===== config.mk =====
export PLATFORM = sky130hd
export DESIGN_NAME = msplc_port
export DESIGN_NICKNAME = d
export VERILOG_FILES = /design/src/msplc_pkg.sv /design/src/msplc_tick.sv /design/src/msplc_port.sv
export SDC_FILE = /design/constraint.sdc
export NUM_CORES = 1
export LEC_CHECK = 0
export BUFFER_PORTS_ARGS = -buffer_cell sky130_fd_sc_hd__buf_2
export CAP_MARGIN = 20
export CORE_MARGIN = 2
export CORE_UTILIZATION = 60
export CTS_CLUSTER_DIAMETER = 100
export DETAILED_ROUTE_END_ITERATION = 6
export GPL_ROUTABILITY_DRIVEN = 1
export PLACE_DENSITY = 0.77
export SYNTH_ARGS = -nofsm -noshare
export SYNTH_HDL_FRONTEND = slang
export SYNTH_HIERARCHICAL = 1
export SYNTH_SLANG_ARGS = --single-unit

===== constraint.sdc =====
create_clock -name clk_i -period 10.1 [get_ports clk_i]
set_input_delay 0.505 -clock clk_i [delete_from_list [all_inputs] [get_ports clk_i]]
set_output_delay 0.505 -clock clk_i [all_outputs]
set_load 0.01 [all_outputs]

===== src/msplc_pkg.sv =====
// Purpose: Shared constants and types for the serial port line control block.
// Assumes: 100 MHz system clock, one aligned 32-bit word per register.
// Notes:   Register offsets are byte addresses on the plain register port.
package msplc_pkg;

    localparam int CLK_PERIOD_NS = 10;
    localparam int MS_NS         = 1000000;
    localparam int MS_CYCLES     = MS_NS / CLK_PERIOD_NS;

    localparam logic [7:0] A_CTRL   = 8'h00;
    localparam logic [7:0] A_BAUD   = 8'h04;
    localparam logic [7:0] A_MSDIV  = 8'h08;
    localparam logic [7:0] A_RTSON  = 8'h0C;
    localparam logic [7:0] A_RTSOFF = 8'h10;
    localparam logic [7:0] A_EOMDLY = 8'h14;
    localparam logic [7:0] A_FSTART = 8'h18;
    localparam logic [7:0] A_FBASE  = 8'h1C;
    localparam logic [7:0] A_TXDATA = 8'h20;
    localparam logic [7:0] A_RXDATA = 8'h24;
    localparam logic [7:0] A_STATUS = 8'h28;
    localparam logic [7:0] A_MAP    = 8'h2C;
    localparam logic [7:0] A_CHECK  = 8'h30;

    // Control word fields.
    localparam int C_EN     = 0;
    localparam int C_MASTER = 1;
    localparam int C_ASCII  = 2;
    localparam int C_CTS    = 3;
    localparam int C_PAR    = 4;
    localparam int C_DATA8  = 6;
    localparam int C_STOP2  = 7;
    localparam int C_FLOAT  = 8;
    localparam int C_LINE   = 9;
    localparam int CTRL_W   = 11;

    // Status word fields; error and end-of-message bits are write-one-to-clear.
    localparam int S_TXFULL  = 0;
    localparam int S_TXBUSY  = 1;
    localparam int S_RXVALID = 2;
    localparam int S_PERR    = 3;
    localparam int S_FERR    = 4;
    localparam int S_OVR     = 5;
    localparam int S_EOM     = 6;
    localparam int S_RTS     = 7;
    localparam int S_CTS     = 8;
    localparam int S_ANSWER  = 9;

    localparam int MAP_FLOAT = 16;
    localparam int CHK_CLEAR = 8;

    localparam logic [CTRL_W-1:0] CTRL_RST   = 11'h000;
    localparam logic [15:0]       BAUD_RST   = 16'h28B0;
    localparam logic [15:0]       DELAY_RST  = 16'h0000;
    localparam logic [14:0]       FSTART_RST = 15'h0000;
    localparam logic [11:0]       FBASE_RST  = 12'h000;
    localparam logic [11:0]       FBASE_MAX  = 12'hF9E;

    localparam logic [7:0]  FC_RD_HOLD  = 8'h03;
    localparam logic [7:0]  FC_WR_ONE   = 8'h06;
    localparam logic [7:0]  FC_WR_MULTI = 8'h10;
    localparam logic [15:0] CRC_POLY    = 16'hA001;
    localparam logic [15:0] CRC_INIT    = 16'hFFFF;
    localparam logic [7:0]  ASCII_LF    = 8'h0A;
    localparam logic [6:0]  EOM_HALF_PER_CHAR = 7'h07;

    typedef enum logic [1:0] {
        PAR_NONE = 2'b00,
        PAR_ODD  = 2'b01,
        PAR_EVEN = 2'b10
    } msplc_par_t;

    typedef enum logic [1:0] {
        TX_IDLE = 2'b00,
        TX_LEAD = 2'b01,
        TX_DATA = 2'b10,
        TX_TAIL = 2'b11
    } msplc_tx_t;

endpackage


===== src/msplc_tick.sv =====
// Purpose: Programmable divider giving a one-cycle enable every div_i clocks.
// Assumes: Same clock as its user; restart_i realigns the phase.
// Notes:   A divisor of 0 or 1 gives an enable on every cycle.
module msplc_tick
    import msplc_pkg::*;
#(
    parameter int W = 16
)(
    input  wire logic         clk_i,     // System clock.
    input  wire logic         rst_i,     // Asynchronous reset, active high.
    input  wire logic         en_i,      // Run the divider.
    input  wire logic         restart_i, // Restart the period from zero.
    input  wire logic [W-1:0] div_i,     // Clocks per enable pulse.
    output logic              tick_o     // One-cycle enable pulse.
);

    if (W < 2 || W > 24)
    begin : g_bad_width
        $error("msplc_tick: width out of range");
    end

    logic [W-1:0] cnt_q;
    wire  logic   at_end;

    assign at_end = ({1'b0, cnt_q} + {{W{1'b0}}, 1'b1}) >= {1'b0, div_i};
    assign tick_o = en_i && !restart_i && at_end;

    always_ff @(posedge clk_i or posedge rst_i)
    begin
        if (rst_i)
            cnt_q <= '0; // RULE_18
        else if (restart_i || !en_i || at_end)
            cnt_q <= '0;
        else
            cnt_q <= cnt_q + 1'b1;
    end
endmodule


===== src/msplc_port.sv =====
// Purpose: Serial gateway port: character engine, modem handshake, message end, float remap.
// Assumes: Registers on a plain port with read data one cycle after the read strobe.
// Notes:   Message check bytes are built by software through the check accumulator.
// How it works
// [RULE_01] Port disabled: no transmission, received traffic ignored.
// [RULE_02] Master sends freely; slave sends only after a received request.
// [RULE_03] Float remap applies only to function codes 3, 6 and 16.
// [RULE_04] Register at or above float threshold is float, only when enabled.
// [RULE_05] Float requests address the database from float base upward.
// [RULE_06] Port selects binary or character-coded framing.
// [RULE_07] Binary framing uses CRC-16, character-coded uses LRC.
// [RULE_08] Bit rate set by a per-port divider.
// [RULE_09] Parity none, odd or even generated and checked.
// [RULE_10] Seven or eight data bits per character.
// [RULE_11] One or two stop bits per character.
// [RULE_12] All line devices share parity, data and stop settings.
// [RULE_13] After raising RTS, wait configured milliseconds before first bit.
// [RULE_14] After last byte, hold RTS configured milliseconds, then drop it.
// [RULE_15] With CTS in use, characters start only while CTS high.
// [RULE_16] With CTS unused, CTS input is ignored.
// [RULE_17] Binary framing: message ends after 3.5 characters silence plus extra delay.
// [RULE_18] Millisecond tick from programmable divider; counters cleared on reset.
module msplc_port
    import msplc_pkg::*;
#(
    parameter int MS_DIV_DEFAULT = MS_CYCLES
)(
    input  wire logic        clk_i,      // System clock, 100 MHz.
    input  wire logic        rst_i,      // Asynchronous reset, active high.
    input  wire logic [7:0]  addr_i,     // Register byte address.
    input  wire logic [31:0] wdata_i,    // Register write data.
    input  wire logic        we_i,       // Write strobe.
    input  wire logic        re_i,       // Read strobe.
    output logic      [31:0] rdata_o,    // Read data, cycle after re_i.
    input  wire logic        rxd_i,      // Serial receive pin.
    input  wire logic        cts_i,      // Clear-to-send pin.
    output logic             txd_o,      // Serial transmit pin.
    output logic             rts_o,      // Request-to-send pin.
    output logic      [1:0]  line_sel_o  // Line electrical select to transceiver.
);

    if (MS_DIV_DEFAULT < 1 || MS_DIV_DEFAULT > 20'hFFFFF)
    begin : g_bad_ms
        $error("msplc_port: millisecond divisor does not fit");
    end

    function automatic logic par_bit(input logic [7:0] d, input logic d8, input logic odd);
        return (d8 ? ^d : ^d[6:0]) ^ odd;
    endfunction

    function automatic logic [3:0] frame_len(input logic d8, input msplc_par_t p, input logic st2);
        return 4'h1 + (d8 ? 4'h8 : 4'h7) + ((p != PAR_NONE) ? 4'h1 : 4'h0) + (st2 ? 4'h2 : 4'h1);
    endfunction

    function automatic logic [11:0] mk_frame(input logic [7:0] d, input logic d8, input msplc_par_t p);
        logic [11:0] f;
        logic        pb;
        pb   = par_bit(d, d8, p == PAR_ODD);
        f    = 12'hFFF;
        f[0] = 1'b0;
        if (d8)
            f[8:1] = d;
        else
            f[7:1] = d[6:0];
        if (p != PAR_NONE)
        begin
            if (d8)
                f[9] = pb;
            else
                f[8] = pb;
        end
        return f;
    endfunction

    function automatic logic [15:0] crc_byte(input logic [15:0] c, input logic [7:0] b);
        logic [15:0] r;
        r = c ^ {8'h00, b};
        for (int i = 0; i < 8; i++)
            r = r[0] ? ((r >> 1) ^ CRC_POLY) : (r >> 1);
        return r;
    endfunction

    logic [CTRL_W-1:0] ctrl_q;
    logic [15:0]       baud_q, rtson_q, rtsoff_q, eomdly_q, tms_q, rms_q, chk_q;
    logic [19:0]       msdiv_q;
    logic [14:0]       fstart_q;
    logic [11:0]       fbase_q;
    logic [23:0]       map_q;
    logic [7:0]        txbuf_q, rxdata_q;
    logic              txfull_q, rxvalid_q, perr_q, ferr_q, ovr_q, eom_q, answer_q, msg_q, rts_q;
    logic [11:0]       sh_q;
    logic [3:0]        bits_q;
    logic              rx1_q, rx2_q, rx3_q, cts1_q, cts2_q, rx_busy_q;
    logic [4:0]        rx_half_q;
    logic [10:0]       rxsh_q;
    logic [6:0]        sil_q;
    logic [31:0]       rdata_q;
    msplc_tx_t         st_q, st_d;

    wire logic       c_en     = ctrl_q[C_EN];
    wire logic       c_master = ctrl_q[C_MASTER];
    wire logic       c_ascii  = ctrl_q[C_ASCII];
    wire logic       c_cts    = ctrl_q[C_CTS];
    wire logic       c_d8     = ctrl_q[C_DATA8];
    wire logic       c_st2    = ctrl_q[C_STOP2];
    wire logic       c_float  = ctrl_q[C_FLOAT];
    wire msplc_par_t c_par    = msplc_par_t'(ctrl_q[C_PAR+1:C_PAR]);

    wire logic wr_ctrl   = we_i && addr_i == A_CTRL;
    wire logic wr_tx     = we_i && addr_i == A_TXDATA;
    wire logic wr_status = we_i && addr_i == A_STATUS;
    wire logic wr_chk    = we_i && addr_i == A_CHECK;
    wire logic rd_rx     = re_i && addr_i == A_RXDATA;

    // Character geometry shared by transmitter, receiver and gap detector.
    wire logic [3:0] flen = frame_len(c_d8, c_par, c_st2); // RULE_10 RULE_11
    wire logic [3:0] rlen = flen - {3'h0, c_st2};
    wire logic [6:0] thr  = {3'h0, flen} * EOM_HALF_PER_CHAR; // RULE_17

    // Transmitter.
    logic tx_bit_tick, tx_ms_tick, rx_half_tick, rx_ms_tick;
    wire logic cts_ok    = !c_cts || cts2_q; // RULE_15 RULE_16
    wire logic load      = st_q == TX_DATA && bits_q == 4'h0 && txfull_q && cts_ok; // RULE_15
    wire logic lead_done = tms_q >= rtson_q; // RULE_13
    wire logic st_chg    = st_q != st_d;

    always_comb
    begin
        st_d = st_q;
        unique case (st_q)
            TX_IDLE: if (txfull_q && (c_master || answer_q)) st_d = TX_LEAD; // RULE_02
            TX_LEAD: if (lead_done) st_d = TX_DATA; // RULE_13
            TX_DATA: if (bits_q == 4'h0 && !txfull_q) st_d = TX_TAIL;
            TX_TAIL: if (txfull_q) st_d = TX_DATA;
                     else if (tms_q >= rtsoff_q) st_d = TX_IDLE; // RULE_14
        endcase
        if (!c_en)
            st_d = TX_IDLE; // RULE_01
    end

    msplc_tick #(.W(16)) u_tx_bit (.clk_i(clk_i), .rst_i(rst_i), .en_i(st_q == TX_DATA), // RULE_08
        .restart_i(load), .div_i(baud_q), .tick_o(tx_bit_tick));
    msplc_tick #(.W(20)) u_tx_ms (.clk_i(clk_i), .rst_i(rst_i), .en_i(c_en), // RULE_18
        .restart_i(st_chg), .div_i(msdiv_q), .tick_o(tx_ms_tick));

    always_ff @(posedge clk_i or posedge rst_i)
    begin
        if (rst_i)
        begin
            st_q   <= TX_IDLE;
            rts_q  <= 1'b0;
            tms_q  <= '0;
            sh_q   <= 12'hFFF;
            bits_q <= '0;
        end
        else
        begin
            st_q  <= st_d;
            rts_q <= st_d != TX_IDLE; // RULE_13 RULE_14
            tms_q <= st_chg ? 16'h0000 : tms_q + {15'h0, tx_ms_tick && tms_q != 16'hFFFF};
            if (!c_en)
            begin
                sh_q   <= 12'hFFF;
                bits_q <= '0;
            end
            else if (load)
            begin
                sh_q   <= mk_frame(txbuf_q, c_d8, c_par); // RULE_06 RULE_09
                bits_q <= flen;
            end
            else if (tx_bit_tick && bits_q != 4'h0)
            begin
                sh_q   <= {1'b1, sh_q[11:1]};
                bits_q <= bits_q - 4'h1;
            end
        end
    end

    // Receiver; the pins pass two flip-flops, the third only delays for the edge detector.
    wire logic        rx_start = c_en && !rx_busy_q && rx3_q && !rx2_q; // RULE_01
    wire logic        rx_samp  = rx_busy_q && rx_half_tick && !rx_half_q[0];
    wire logic [3:0]  rx_idx   = rx_half_q[4:1];
    wire logic        rx_abort = rx_samp && rx_idx == 4'h0 && rx2_q;
    wire logic        rx_fin   = rx_samp && rx_idx == rlen - 4'h1;
    wire logic [10:0] rx_full  = {rx2_q, rxsh_q[10:1]};
    wire logic [10:0] rx_al    = rx_full >> (4'hB - rlen);
    wire logic [7:0]  rx_byte  = c_d8 ? rx_al[8:1] : {1'b0, rx_al[7:1]}; // RULE_10
    wire logic        rx_pbit  = c_d8 ? rx_al[9] : rx_al[8];
    wire logic        rx_perr  = c_par != PAR_NONE && rx_pbit != par_bit(rx_byte, c_d8, c_par == PAR_ODD); // RULE_09
    wire logic        sil_done = sil_q >= thr;
    wire logic        eom_p    = c_en && (c_ascii ? (rx_fin && rx_byte == ASCII_LF) // RULE_06
                               : (msg_q && sil_done && rms_q >= eomdly_q && !rx_busy_q)); // RULE_17

    msplc_tick #(.W(16)) u_rx_half (.clk_i(clk_i), .rst_i(rst_i), .en_i(c_en), // RULE_08
        .restart_i(rx_start), .div_i({1'b0, baud_q[15:1]}), .tick_o(rx_half_tick));
    msplc_tick #(.W(20)) u_rx_ms (.clk_i(clk_i), .rst_i(rst_i), .en_i(c_en), // RULE_18
        .restart_i(!sil_done), .div_i(msdiv_q), .tick_o(rx_ms_tick));

    always_ff @(posedge clk_i or posedge rst_i)
    begin
        if (rst_i)
        begin
            {rx1_q, rx2_q, rx3_q, cts1_q, cts2_q} <= 5'h1F;
            rx_busy_q <= 1'b0;
            rx_half_q <= '0;
            rxsh_q    <= '0;
            sil_q     <= '0;
            rms_q     <= '0;
            msg_q     <= 1'b0;
        end
        else
        begin
            rx1_q     <= rxd_i;
            rx2_q     <= rx1_q;
            rx3_q     <= rx2_q;
            cts1_q    <= cts_i;
            cts2_q    <= cts1_q;
            rx_busy_q <= c_en && (rx_start || (rx_busy_q && !rx_abort && !rx_fin));
            rx_half_q <= rx_start ? 5'h00 : rx_half_q + {4'h0, rx_busy_q && rx_half_tick};
            if (rx_samp)
                rxsh_q <= rx_full;
            if (rx_start || rx_fin)
                sil_q <= '0;
            else if (msg_q && !rx_busy_q && rx_half_tick && !sil_done)
                sil_q <= sil_q + 7'h01; // RULE_17
            rms_q <= !sil_done ? 16'h0000 : rms_q + {15'h0, rx_ms_tick && rms_q != 16'hFFFF};
            msg_q <= c_en && !eom_p && (rx_fin || msg_q);
        end
    end

    // Request remapping for floating-point register ranges.
    wire logic [7:0]  map_fc    = map_q[23:16];
    wire logic [15:0] map_reg   = map_q[15:0];
    wire logic        fc_ok     = map_fc == FC_RD_HOLD || map_fc == FC_WR_ONE || map_fc == FC_WR_MULTI; // RULE_03
    wire logic        map_float = c_float && fc_ok && map_reg >= {1'b0, fstart_q}; // RULE_04
    wire logic [15:0] map_addr  = map_float ? ({4'h0, fbase_q} + (map_reg - {1'b0, fstart_q})) : map_reg; // RULE_05

    wire logic [15:0] chk_rd = c_ascii ? {8'h00, 8'h00 - chk_q[7:0]} : chk_q; // RULE_07
    wire logic [31:0] status = {22'h0, answer_q, cts2_q, rts_q, eom_q, ovr_q, ferr_q, perr_q,
                                rxvalid_q, st_q != TX_IDLE, txfull_q};
    wire logic [31:0] rd_mux =
        addr_i == A_CTRL   ? {21'h0, ctrl_q} :
        addr_i == A_BAUD   ? {16'h0, baud_q} :
        addr_i == A_MSDIV  ? {12'h0, msdiv_q} :
        addr_i == A_RTSON  ? {16'h0, rtson_q} :
        addr_i == A_RTSOFF ? {16'h0, rtsoff_q} :
        addr_i == A_EOMDLY ? {16'h0, eomdly_q} :
        addr_i == A_FSTART ? {17'h0, fstart_q} :
        addr_i == A_FBASE  ? {20'h0, fbase_q} :
        addr_i == A_RXDATA ? {24'h0, rxdata_q} :
        addr_i == A_STATUS ? status :
        addr_i == A_MAP    ? {15'h0, map_float, map_addr} :
        addr_i == A_CHECK  ? {16'h0, chk_rd} : 32'h0000_0000;

    // Error and message flags: a hardware set in the clearing cycle wins.
    always_ff @(posedge clk_i or posedge rst_i)
    begin
        if (rst_i)
        begin
            ctrl_q   <= CTRL_RST;
            baud_q   <= BAUD_RST;
            msdiv_q  <= 20'(MS_DIV_DEFAULT);
            {rtson_q, rtsoff_q, eomdly_q} <= {3{DELAY_RST}};
            fstart_q <= FSTART_RST;
            fbase_q  <= FBASE_RST;
            map_q    <= '0;
            chk_q    <= CRC_INIT;
            txbuf_q  <= '0;
            rxdata_q <= '0;
            {txfull_q, rxvalid_q, perr_q, ferr_q, ovr_q, eom_q, answer_q} <= '0;
            rdata_q  <= '0;
        end
        else
        begin
            rdata_q <= re_i ? rd_mux : 32'h0000_0000;
            if (wr_ctrl)
                ctrl_q <= wdata_i[CTRL_W-1:0];
            if (we_i && addr_i == A_BAUD)
                baud_q <= wdata_i[15:0];
            if (we_i && addr_i == A_MSDIV)
                msdiv_q <= wdata_i[19:0];
            if (we_i && addr_i == A_RTSON)
                rtson_q <= wdata_i[15:0];
            if (we_i && addr_i == A_RTSOFF)
                rtsoff_q <= wdata_i[15:0];
            if (we_i && addr_i == A_EOMDLY)
                eomdly_q <= wdata_i[15:0];
            if (we_i && addr_i == A_FSTART)
                fstart_q <= wdata_i[14:0];
            if (we_i && addr_i == A_FBASE)
                fbase_q <= (wdata_i[11:0] > FBASE_MAX) ? FBASE_MAX : wdata_i[11:0];
            if (we_i && addr_i == A_MAP)
                map_q <= wdata_i[23:0];
            if (wr_chk && wdata_i[CHK_CLEAR])
                chk_q <= c_ascii ? 16'h0000 : CRC_INIT;
            else if (wr_chk)
                chk_q <= c_ascii ? chk_q + {8'h00, wdata_i[7:0]} : crc_byte(chk_q, wdata_i[7:0]); // RULE_07
            if (wr_tx && c_en && !txfull_q)
                txbuf_q <= wdata_i[7:0];
            txfull_q <= c_en && ((wr_tx && !txfull_q) || (txfull_q && !load)); // RULE_01
            if (rx_fin)
                rxdata_q <= rx_byte;
            rxvalid_q <= c_en && (rx_fin || (rxvalid_q && !rd_rx));
            perr_q    <= (rx_fin && rx_perr) || (perr_q && !(wr_status && wdata_i[S_PERR]));
            ferr_q    <= (rx_fin && !rx2_q) || (ferr_q && !(wr_status && wdata_i[S_FERR]));
            ovr_q     <= (rx_fin && rxvalid_q && !rd_rx) || (ovr_q && !(wr_status && wdata_i[S_OVR]));
            eom_q     <= eom_p || (eom_q && !(wr_status && wdata_i[S_EOM]));
            answer_q  <= c_en && ((eom_p && !c_master) || (answer_q && !(st_q == TX_TAIL && st_d == TX_IDLE))); // RULE_02
        end
    end

    assign rdata_o    = rdata_q;
    assign txd_o      = sh_q[0];
    assign rts_o      = rts_q;
    assign line_sel_o = ctrl_q[C_LINE+1:C_LINE];
endmodule


==> results of run 1 <==
## flip-flops by register name (all words and copies together), names as in the netlist, 20 cells and up
signal,count
rdata_o,20
u_tx_ms/cnt_q,20
u_rx_ms/cnt_q,20
msdiv_q,20
map_q,24
## cells by family (layout without fill, tap and decap cells)
kind of cell | count (synthesis) | count (layout) | synth area share [%]
AND/OR/NAND/NOR | 742 | 742 | 18.23
multiplexers | 155 | 155 | 7.313
adder cells (fa/ha/maj) | 220 | 220 | 12.08
XOR/XNOR | 155 | 155 | 5.886
AO/OA/AOI/OAI | 481 | 481 | 12.94
flip-flops | 354 | 354 | 37.36
other | 1 | 14 | 0.01572
buffers and inverters | 351 | 396 | 6.175
## power groups by stage
stage,Sequential [mW],Clock [mW],Combinational (mW)
floorplan,1.52,0,0.515
global placement,1.55,0,0.646
detailed placement,1.55,0,0.668
CTS,1.53,1.62,0.675
global route,1.53,1.67,0.758
finish,1.53,1.60,0.685
## cell type report
cell class | instances | area share, %
diodes | 1 | 0.009670
clock buffers | 57 | 4.356
clock inverters | 21 | 1.185
inverters | 241 | 3.525
multi-input cells | 1766 | 52.23
flip-flops and latches | 354 | 34.43
well taps | 525 | 2.538
repair buffers | 77 | 1.721
## cells in the mapped netlist, types with 26 or more instances
master | instances | area (sq um)
sky130_fd_sc_hd__nor2_1 | 116 | 435.4
sky130_fd_sc_hd__mux2_2 | 133 | 1498
sky130_fd_sc_hd__dfrtp_1 | 312 | 7807
sky130_fd_sc_hd__clkbuf_1 | 63 | 236.5
sky130_fd_sc_hd__nand2_1 | 191 | 716.9
sky130_fd_sc_hd__inv_1 | 237 | 889.6
sky130_fd_sc_hd__dfstp_2 | 42 | 1104
sky130_fd_sc_hd__a21oi_1 | 106 | 530.5
sky130_fd_sc_hd__a21o_1 | 26 | 195.2
sky130_fd_sc_hd__xnor2_1 | 88 | 770.7
sky130_fd_sc_hd__o21ai_0 | 148 | 740.7
sky130_fd_sc_hd__xor2_1 | 64 | 560.5
sky130_fd_sc_hd__nand3_1 | 92 | 460.4
sky130_fd_sc_hd__ha_1 | 203 | 2540
sky130_fd_sc_hd__nor3_1 | 53 | 265.3
sky130_fd_sc_hd__nor3b_1 | 46 | 345.3
sky130_fd_sc_hd__nand4_1 | 40 | 250.2
## layer usage
layer	global-route usage, %	share of wire, %	vias up
li1	-	-	8763
met5	0	0.019	-
met1	43.18	41	9389
met3	5.497	7.9	206
met2	53.27	46	891
met4	15.95	4.9	2
## path summary, 6_finish.rpt
kind,from,end,depth (start not counted)
max,ctrl_q[6],rms_q[13],23
min,rxd_i,rx1_q,1
max reg2reg,ctrl_q[6],rms_q[13],23
min reg2reg,cts1_q,cts2_q,0
max in group asynchronous,rst_i,tms_q[8],3
min in group asynchronous,rst_i,u_tx_bit/cnt_q[11],2
==> reports/metrics.yaml, run 1 <==
detailed_routing:
  dr_total_vias: 19250
  drtIter0Drc: 1643
  drtPass1Iterations: 6
  routed_wl_mm: 67.41
  detail_route.wl_per_cell_um: 22.16
  detail-route-antenna-nets: 0
  number_of_drc_violations_after_detailed_routing: 0
  drt-vias-per-instance: 6.328
critical_path:
  cp_cell_sequence: "inv_1 > ha_1 > inv_1 > ha_1 > ha_1 > nor2b_2 > fa_1 > ha_1 > inv_1 > fa_1 > ha_1 > a31oi_1 > o21a_1 > buf_4 > inv_1 > o211a_1 > o21a_1 > ha_1 > nand2_1 > nor3_1 > nand4_1 > xor2_1 > nor2_1"
  timing.setup.critical_path_class: "flip-flop to flip-flop"
  critical_path.startpoint_type: "flip-flop"
  cpLargestDelayFamily: "adder cells"
  critical_path_arrival_ns: 6.25
  critical_path.endpoint_type: "flip-flop"
  cp.required_ns: 10.55
  crit_top_cell: "sky130_fd_sc_hd__ha_1"
  crit_path_max_fanout: 20
  worst_path_largest_cell_delay_ns: 0.70
  critical_path_buf_inv_count: 5
  crit_slowest_cell: "sky130_fd_sc_hd__dfrtp_1"
  r2r_setup_slack_ns: 4.29
pwr:
  p_sw_share_pct: 29.36
  switchingPower_mw: 1.119
  p_comb_share_pct: 18.0
  finalPower_mw: 3.812
  clock_network_power_share_pct: 41.9
  ir_drop_mv: 0.1323
  cellInternalPower_mw: 2.693
  p_leak_nw: 11.93
  sequentialPowerShare_pct: 40.1
  power_per_cell_area_nw_per_um2: 147.3
floorplan:
  num_rows: 73
  die_h_um: 203.4
  die_width_um: 203.4
  floorplan.initialDensity_pct: 60.45
  num_io_pins: 82
  placeableCoreArea_sq_um: 39460
  die-area_sq_um: 41360
clock_tree:
  worstSkewPairLatency_ns: 0.58
  numClockSinks: 354
  clkTransAtPathRegs_ns: 0.06
  cts-buffers-inserted: 42
  cts.repair.resized: 0
  ctsHtreeMaxLevel: 2
  tritoncts: "done"
  number_of_hold_buffers_added_after_cts: 0
  clockBufferDepth: 3
  post_cts_buffers: 0
  clock-root-buffer: "sky130_fd_sc_hd__clkbuf_16"
run_status:
  run_status: "finished, final reports clean"
global_route:
  grt.overflow.total: 0
  grt_antenna_before_repair: 4
  first_global_vias: 19210
  grt_first_pass_wirelength_mm: 106.2
  gr-usage-all-layers_pct: 32.94
  grt_start_max_net_pins: 139
timing:
  timing_max_transition_violations_final: 0
  finalSetupTns_ns: 0
  hold_violation_total_from_the_final_report: 0
  timing.final.crit_share_pct: 57.49
  clock-skew-final_ns: 0.02579
  timing_worst_slew_pin_value_ns: 1.085
  worst_slack_ns: 4.294
  timing.fmax_ghz: 0.1722
  layout_min_cycle_time_ns: 5.806
  timing.slew.headroom_pct: 27.52
  setup-violations-final: 0
  setup_repair_after_global_routing_missed_its_margin: "false"
  hold_slack_ns: 0.03887
flow_run:
  cap_viol_max_count: 0
cells_and_area:
  syn_to_final_growth_pct: 8.504
  register_area_sq_um: 8911
  commonest_non_fill_non_tap_cell_in_the_layout: "sky130_fd_sc_hd__dfrtp_1"
  fin_cells: 3042
  nNetsFinal: 2748
  layout.cell_area.non_filler_sq_um: 25880
  final_core_utilization_pct: 65.59
  area_occupied_by_multi_input_gates_sq_um: 13520
  post_route_cells_drive_above_1_share_pct: 16.61
  fillerInstances: 3137
  most-common-layout-cells: "312 x sky130_fd_sc_hd__dfrtp_1, 236 x sky130_fd_sc_hd__inv_1, 203 x sky130_fd_sc_hd__ha_1, 191 x sky130_fd_sc_hd__nand2_1, 148 x sky130_fd_sc_hd__o21ai_0"
yosys:
  ys_seq_elements: 354
  post_synth.cell_area_avg_sq_um: 9.699
  synth.yosys.seq_area_share_pct: 37.36
  ys_async_sr_fraction_pct: 100.0
  synth_cells: 2459
  yosysWarningCount: 6
  synth.cell_area_sq_um: 23850
  ys_types: 105
  synth_flop_cell: "sky130_fd_sc_hd__dfrtp_1"
  edff_count_synth: 0
min_path:
  hp-class: "input port to flip-flop"
place:
  placed_instances: 2962
  place.gp.congestion: 0.9930
  placement.cell_area_sq_um: 24410
  dp_hpwl_mm: 49.28
  place_ws_ns: 4.405
  portBuffers: 61
(Power assumes the default switching activity.)
==> run 2: changes to the inputs <==
CORE_UTILIZATION = 57   (was 60)
clock period = 5.03 ns   (was 10.1 ns; I/O delays follow)
==> reports/metrics.yaml, run 2 (synthesis results as in run 1) <==
run_status:
  run_status: "finished, final reports clean"
global_route:
  grt_start_max_net_pins: 178
  first_global_vias: 19380
  gr-usage-all-layers_pct: 31.64
  grt.overflow.total: 0
  grt_antenna_before_repair: 1
  grt_first_pass_wirelength_mm: 108.1
timing:
  layout_min_cycle_time_ns: 4.836
  timing.final.crit_share_pct: 96.15
  worst_slack_ns: 0.1936
  timing.slew.headroom_pct: 27.87
  timing_max_transition_violations_final: 0
  clock-skew-final_ns: 0.02627
  timing.fmax_ghz: 0.2068
  timing_worst_slew_pin_value_ns: 1.079
  hold_violation_total_from_the_final_report: 0
  hold_slack_ns: 0.07103
  setup-violations-final: 0
  finalSetupTns_ns: 0
cells_and_area:
  register_area_sq_um: 8912
  largest_register_ffs: 24
  commonest_non_fill_non_tap_cell_in_the_layout: "sky130_fd_sc_hd__dfrtp_1"
  post_route_cells_drive_above_1_share_pct: 17.26
  nNetsFinal: 2766
  fillerInstances: 3257
  layout.cell_area.non_filler_sq_um: 26100
  syn_to_final_growth_pct: 9.427
  final_core_utilization_pct: 63.49
  area_occupied_by_multi_input_gates_sq_um: 13550
  fin_cells: 3065
  most-common-layout-cells: "311 x sky130_fd_sc_hd__dfrtp_1, 235 x sky130_fd_sc_hd__inv_1, 201 x sky130_fd_sc_hd__ha_1, 191 x sky130_fd_sc_hd__nand2_1, 148 x sky130_fd_sc_hd__o21ai_0"
  register_bank_with_the_most_flops: "map_q"
floorplan:
  floorplan.initialDensity_pct: 58.02
  die-area_sq_um: 43500
  num_rows: 74
  num_io_pins: 82
  die_h_um: 208.6
  die_width_um: 208.6
  placeableCoreArea_sq_um: 41110
detailed_routing:
  drtIter0Drc: 1973
  routed_wl_mm: 69.00
  number_of_drc_violations_after_detailed_routing: 0
  detail-route-antenna-nets: 0
  detail_route.wl_per_cell_um: 22.51
  drt-vias-per-instance: 6.323
  dr_total_vias: 19380
  drtPass1Iterations: 6
pwr:
  power_per_cell_area_nw_per_um2: 293.3
  finalPower_mw: 7.654
  p_leak_nw: 12.01
  ir_drop_mv: 0.3373
critical_path:
  critical_path.startpoint_type: "flip-flop"
  timing.setup.critical_path_class: "flip-flop to flip-flop"
  cp.required_ns: 5.51
  critical_path_arrival_ns: 5.31
  critical_path.endpoint_type: "flip-flop"
  crit_path_max_fanout: 5
place:
  dp_hpwl_mm: 50.31
  portBuffers: 61
  placement.cell_area_sq_um: 24490
  place.gp.congestion: 0.9668
  place_ws_ns: 0.2437
  placed_instances: 2976
clock_tree:
  clock-root-buffer: "sky130_fd_sc_hd__clkbuf_16"
  clockBufferDepth: 3
  clkTransAtPathRegs_ns: 0.06
  worstSkewPairLatency_ns: 0.57
  ctsHtreeMaxLevel: 2
  numClockSinks: 354
  cts-buffers-inserted: 41
  tritoncts: "done"
flow_run:
  cap_viol_max_count: 0
min_path:
  hp-class: "input port to flip-flop"
## run 2: report_power, final
part	switching, mW	internal (mW)	total [mW]
Clock	1.28	1.90	3.18
Combinational	0.870	0.531	1.40
Sequential	0.121	2.95	3.07
Total	2.27	5.38	7.65
## run 2: worst max-delay path: stages (launching register included)
cell	delay, ns
sky130_fd_sc_hd__dfrtp_1	0.43
sky130_fd_sc_hd__or2_2	0.35
sky130_fd_sc_hd__fa_1	0.55
sky130_fd_sc_hd__inv_2	0.08
sky130_fd_sc_hd__fa_1	0.49
sky130_fd_sc_hd__ha_1	0.17
sky130_fd_sc_hd__inv_1	0.06
sky130_fd_sc_hd__fa_2	0.34
sky130_fd_sc_hd__xor2_1	0.16
sky130_fd_sc_hd__ha_1	0.30
sky130_fd_sc_hd__a21o_1	0.12
sky130_fd_sc_hd__a31oi_1	0.05
sky130_fd_sc_hd__o21a_1	0.22
sky130_fd_sc_hd__inv_1	0.11
sky130_fd_sc_hd__o211a_1	0.16
sky130_fd_sc_hd__o21a_1	0.14
sky130_fd_sc_hd__ha_2	0.22
sky130_fd_sc_hd__ha_4	0.17
sky130_fd_sc_hd__nand2_1	0.11
sky130_fd_sc_hd__or3_1	0.34
sky130_fd_sc_hd__a21oi_1	0.18
## run 2: final timing paths
kind / from / endpoint / slack, ns / depth (start not counted)
hold reg to reg: rx1_q / rx2_q / 0.36 / 0
hold / removal: wdata_i[12] / fstart_q[12] / 0.07 / 2
max in group asynchronous: rst_i / sil_q[0] / 3.09 / 4
setup / recovery: ctrl_q[4] / rms_q[12] / 0.19 / 20
min in group asynchronous: rst_i / u_rx_half/cnt_q[7] / 0.42 / 3
setup reg to reg: ctrl_q[4] / rms_q[12] / 0.19 / 20
## run 2: layer usage
metal | up-vias | GRT usage (%) | routed length, um
met2 | 789 | 51.34 | 32140
met1 | 9619 | 41.73 | 28460
met4 | 0 | 14.06 | 3010
met3 | 199 | 5.479 | 5390
met5 | - | 0 | 0
li1 | 8773 | - | -
## run 2: what timing repair did
action	in CTS	in global routing
gates resized for setup	0	5
endpoints found under the setup margin	0	4
hold buffers	12	0
buffers inserted	0	0
endpoints found under the hold margin	120	0
## run 2: area by class of cell
class / instances / area share [%]
antenna: 1 / 0.009588
clock inverter: 22 / 1.031
clock buffer: 53 / 4.459
multi-input combinational: 1766 / 51.91
inverter: 241 / 3.481
sequential: 354 / 34.15
tap: 532 / 2.550
timing repair buffer: 96 / 2.416
==> run 3: changes to the inputs <==
CORE_UTILIZATION = 60   (was 57)
clock period = 4.61 ns   (was 5.03 ns; I/O delays follow)
==> reports/metrics.yaml, run 3 (synthesis results as in run 1) <==
timing:
  timing.fmax_ghz: 0.2184
  clock-skew-final_ns: 0.03065
  finalSetupTns_ns: 0
  layout_min_cycle_time_ns: 4.579
  timing.slew.headroom_pct: 24.77
  worst_slack_ns: 0.03064
  timing_max_transition_violations_final: 0
  timing_worst_slew_pin_value_ns: 1.120
  hold_violation_total_from_the_final_report: 0
  setup_repair_after_global_routing_missed_its_margin: "true"
  timing.final.crit_share_pct: 99.34
  setup-violations-final: 0
floorplan:
  die-area_sq_um: 41360
  floorplan.initialDensity_pct: 60.45
  die_h_um: 203.4
  num_io_pins: 82
  num_rows: 73
  placeableCoreArea_sq_um: 39460
  die_width_um: 203.4
critical_path:
  timing.setup.critical_path_class: "flip-flop to flip-flop"
  cpLargestDelayFamily: "adder cells"
  critical_path.startpoint_type: "flip-flop"
  critical_path.endpoint_type: "flip-flop"
  crit_path_max_fanout: 5
  critical_path_buf_inv_count: 3
  worst_path_largest_cell_delay_ns: 0.52
  crit_slowest_cell: "sky130_fd_sc_hd__fa_1"
  critical_path_arrival_ns: 5.09
  cp.required_ns: 5.12
  crit_top_cell: "sky130_fd_sc_hd__inv_2"
  cp_cell_sequence: "or2_4 > fa_1 > inv_2 > fa_1 > ha_2 > inv_2 > fa_2 > xor2_1 > ha_1 > a21o_1 > a31oi_2 > o21a_1 > inv_2 > o211a_1 > o21a_1 > ha_4 > ha_4 > nand2_4 > or3_4 > a21oi_2"
cells_and_area:
  syn_to_final_growth_pct: 10.44
  commonest_non_fill_non_tap_cell_in_the_layout: "sky130_fd_sc_hd__dfrtp_1"
  post_route_cells_drive_above_1_share_pct: 18.52
  layout.cell_area.non_filler_sq_um: 26340
  largest_register_ffs: 24
  nNetsFinal: 2787
  register_bank_with_the_most_flops: "map_q"
  most-common-layout-cells: "311 x sky130_fd_sc_hd__dfrtp_1, 231 x sky130_fd_sc_hd__inv_1, 197 x sky130_fd_sc_hd__ha_1, 188 x sky130_fd_sc_hd__nand2_1, 148 x sky130_fd_sc_hd__o21ai_0"
  antennaDiodeCount: 0
pwr:
  ir_drop_mv: 0.2380
  finalPower_mw: 8.356
  power_per_cell_area_nw_per_um2: 317.2
  p_leak_nw: 12.13
clock_tree:
  tritoncts: "done"
  cts-buffers-inserted: 41
  numClockSinks: 354
  clockBufferDepth: 3
  worstSkewPairLatency_ns: 0.60
  ctsHtreeMaxLevel: 2
  clkTransAtPathRegs_ns: 0.06
  clock-root-buffer: "sky130_fd_sc_hd__clkbuf_16"
detailed_routing:
  detail-route-antenna-nets: 0
  drt-vias-per-instance: 6.345
  drtIter0Drc: 1698
  routed_wl_mm: 69.04
  drtPass1Iterations: 6
  number_of_drc_violations_after_detailed_routing: 0
  detail_route.wl_per_cell_um: 22.42
  dr_total_vias: 19540
place:
  place_ws_ns: -0.03665
  place.gp.congestion: 1.000
  dp_hpwl_mm: 50.49
  placement.cell_area_sq_um: 24680
  portBuffers: 61
global_route:
  grtUsageMet3_pct: 8.022
  busiest_grt_layer: "met2"
  first_global_vias: 19590
  grt_antenna_before_repair: 1
  grt_first_pass_wirelength_mm: 108.6
  grt.overflow.total: 0
  gr-usage-all-layers_pct: 33.84
  grt_start_max_net_pins: 119
  use_met1_pct: 43.13
  met2_usage_pct: 54.58
flow_run:
  cap_viol_max_count: 0
run_status:
  run_status: "finished, final reports clean"
min_path:
  hp-class: "input port to flip-flop"
run 3: changes by cell type in the layout (fill, tap and decap cells not counted), moves of 4 or more:
cell                    before  now
sky130_fd_sc_hd__inv_1     235  231
sky130_fd_sc_hd__buf_4      21   40
sky130_fd_sc_hd__ha_4        1    5
sky130_fd_sc_hd__ha_1      201  197
run 3: per-stage QoR:
stage	hold slack (ns)	util (%)	cells
floorplan	0.1442	-	2471
global placement	0.3349	62.55	2982
detailed placement	0.3371	62.55	2982
CTS	0.001519	66.59	3076
global route	0.02874	66.76	3079
finish	0.02020	66.76	3079
run 3: worst register-to-register path, delay by kind of cell, from the launching register on:
kind / cells / cell delay [ns]
fa+ha+maj: 7 / 2.26
compound gates: 6 / 0.86
simple gates: 3 / 0.69
flops: 1 / 0.38
buf+inv: 3 / 0.16
xor+xnor: 1 / 0.16
run 3: final timing paths:
check                             from           endpoint  slack (ns)  cells past startpoint
setup reg to reg             ctrl_q[5]          rms_q[12]        0.03                     20
hold / removal             wdata_i[14]        rtson_q[14]        0.02                      2
setup / recovery             ctrl_q[5]          rms_q[12]        0.03                     20
hold reg to reg                  rx1_q              rx2_q        0.36                      0
max in group asynchronous        rst_i          ctrl_q[6]        3.05                      4
min in group asynchronous        rst_i  u_tx_bit/cnt_q[9]        0.37                      3
run 3: layout make-up:
| class | count | area [sq um] |
|---|---|---|
| fillers | 3095 | 13120 |
| flip-flops and latches | 354 | 8912 |
| well taps | 525 | 656.9 |
| repair buffers | 117 | 785.8 |
| inverters | 241 | 910.9 |
| clock buffers | 53 | 1111 |
| multi-input cells | 1766 | 13670 |
| clock inverters | 23 | 296.5 |
run 3: what timing repair did:
action / CTS / global route
endpoints found under the hold margin: 125 / 0
gates resized for setup: 5 / 9
hold buffers: 14 / 0
buffers inserted: 4 / 3
setup endpoints to repair: 2 / 17
pin swaps: 8 / 16
run 3: report_power, final:
part | total [mW] | internal, mW | switching [mW]
logic | 1.58 | 0.614 | 0.962
registers | 3.35 | 3.22 | 0.132
clock network | 3.43 | 2.01 | 1.42
run 3: per-layer routing:
metal	wire [um]	up-vias
met3	5800	237
li1	-	8823
met2	31720	826
met1	27920	9649
met4	3589	2
met5	8	-
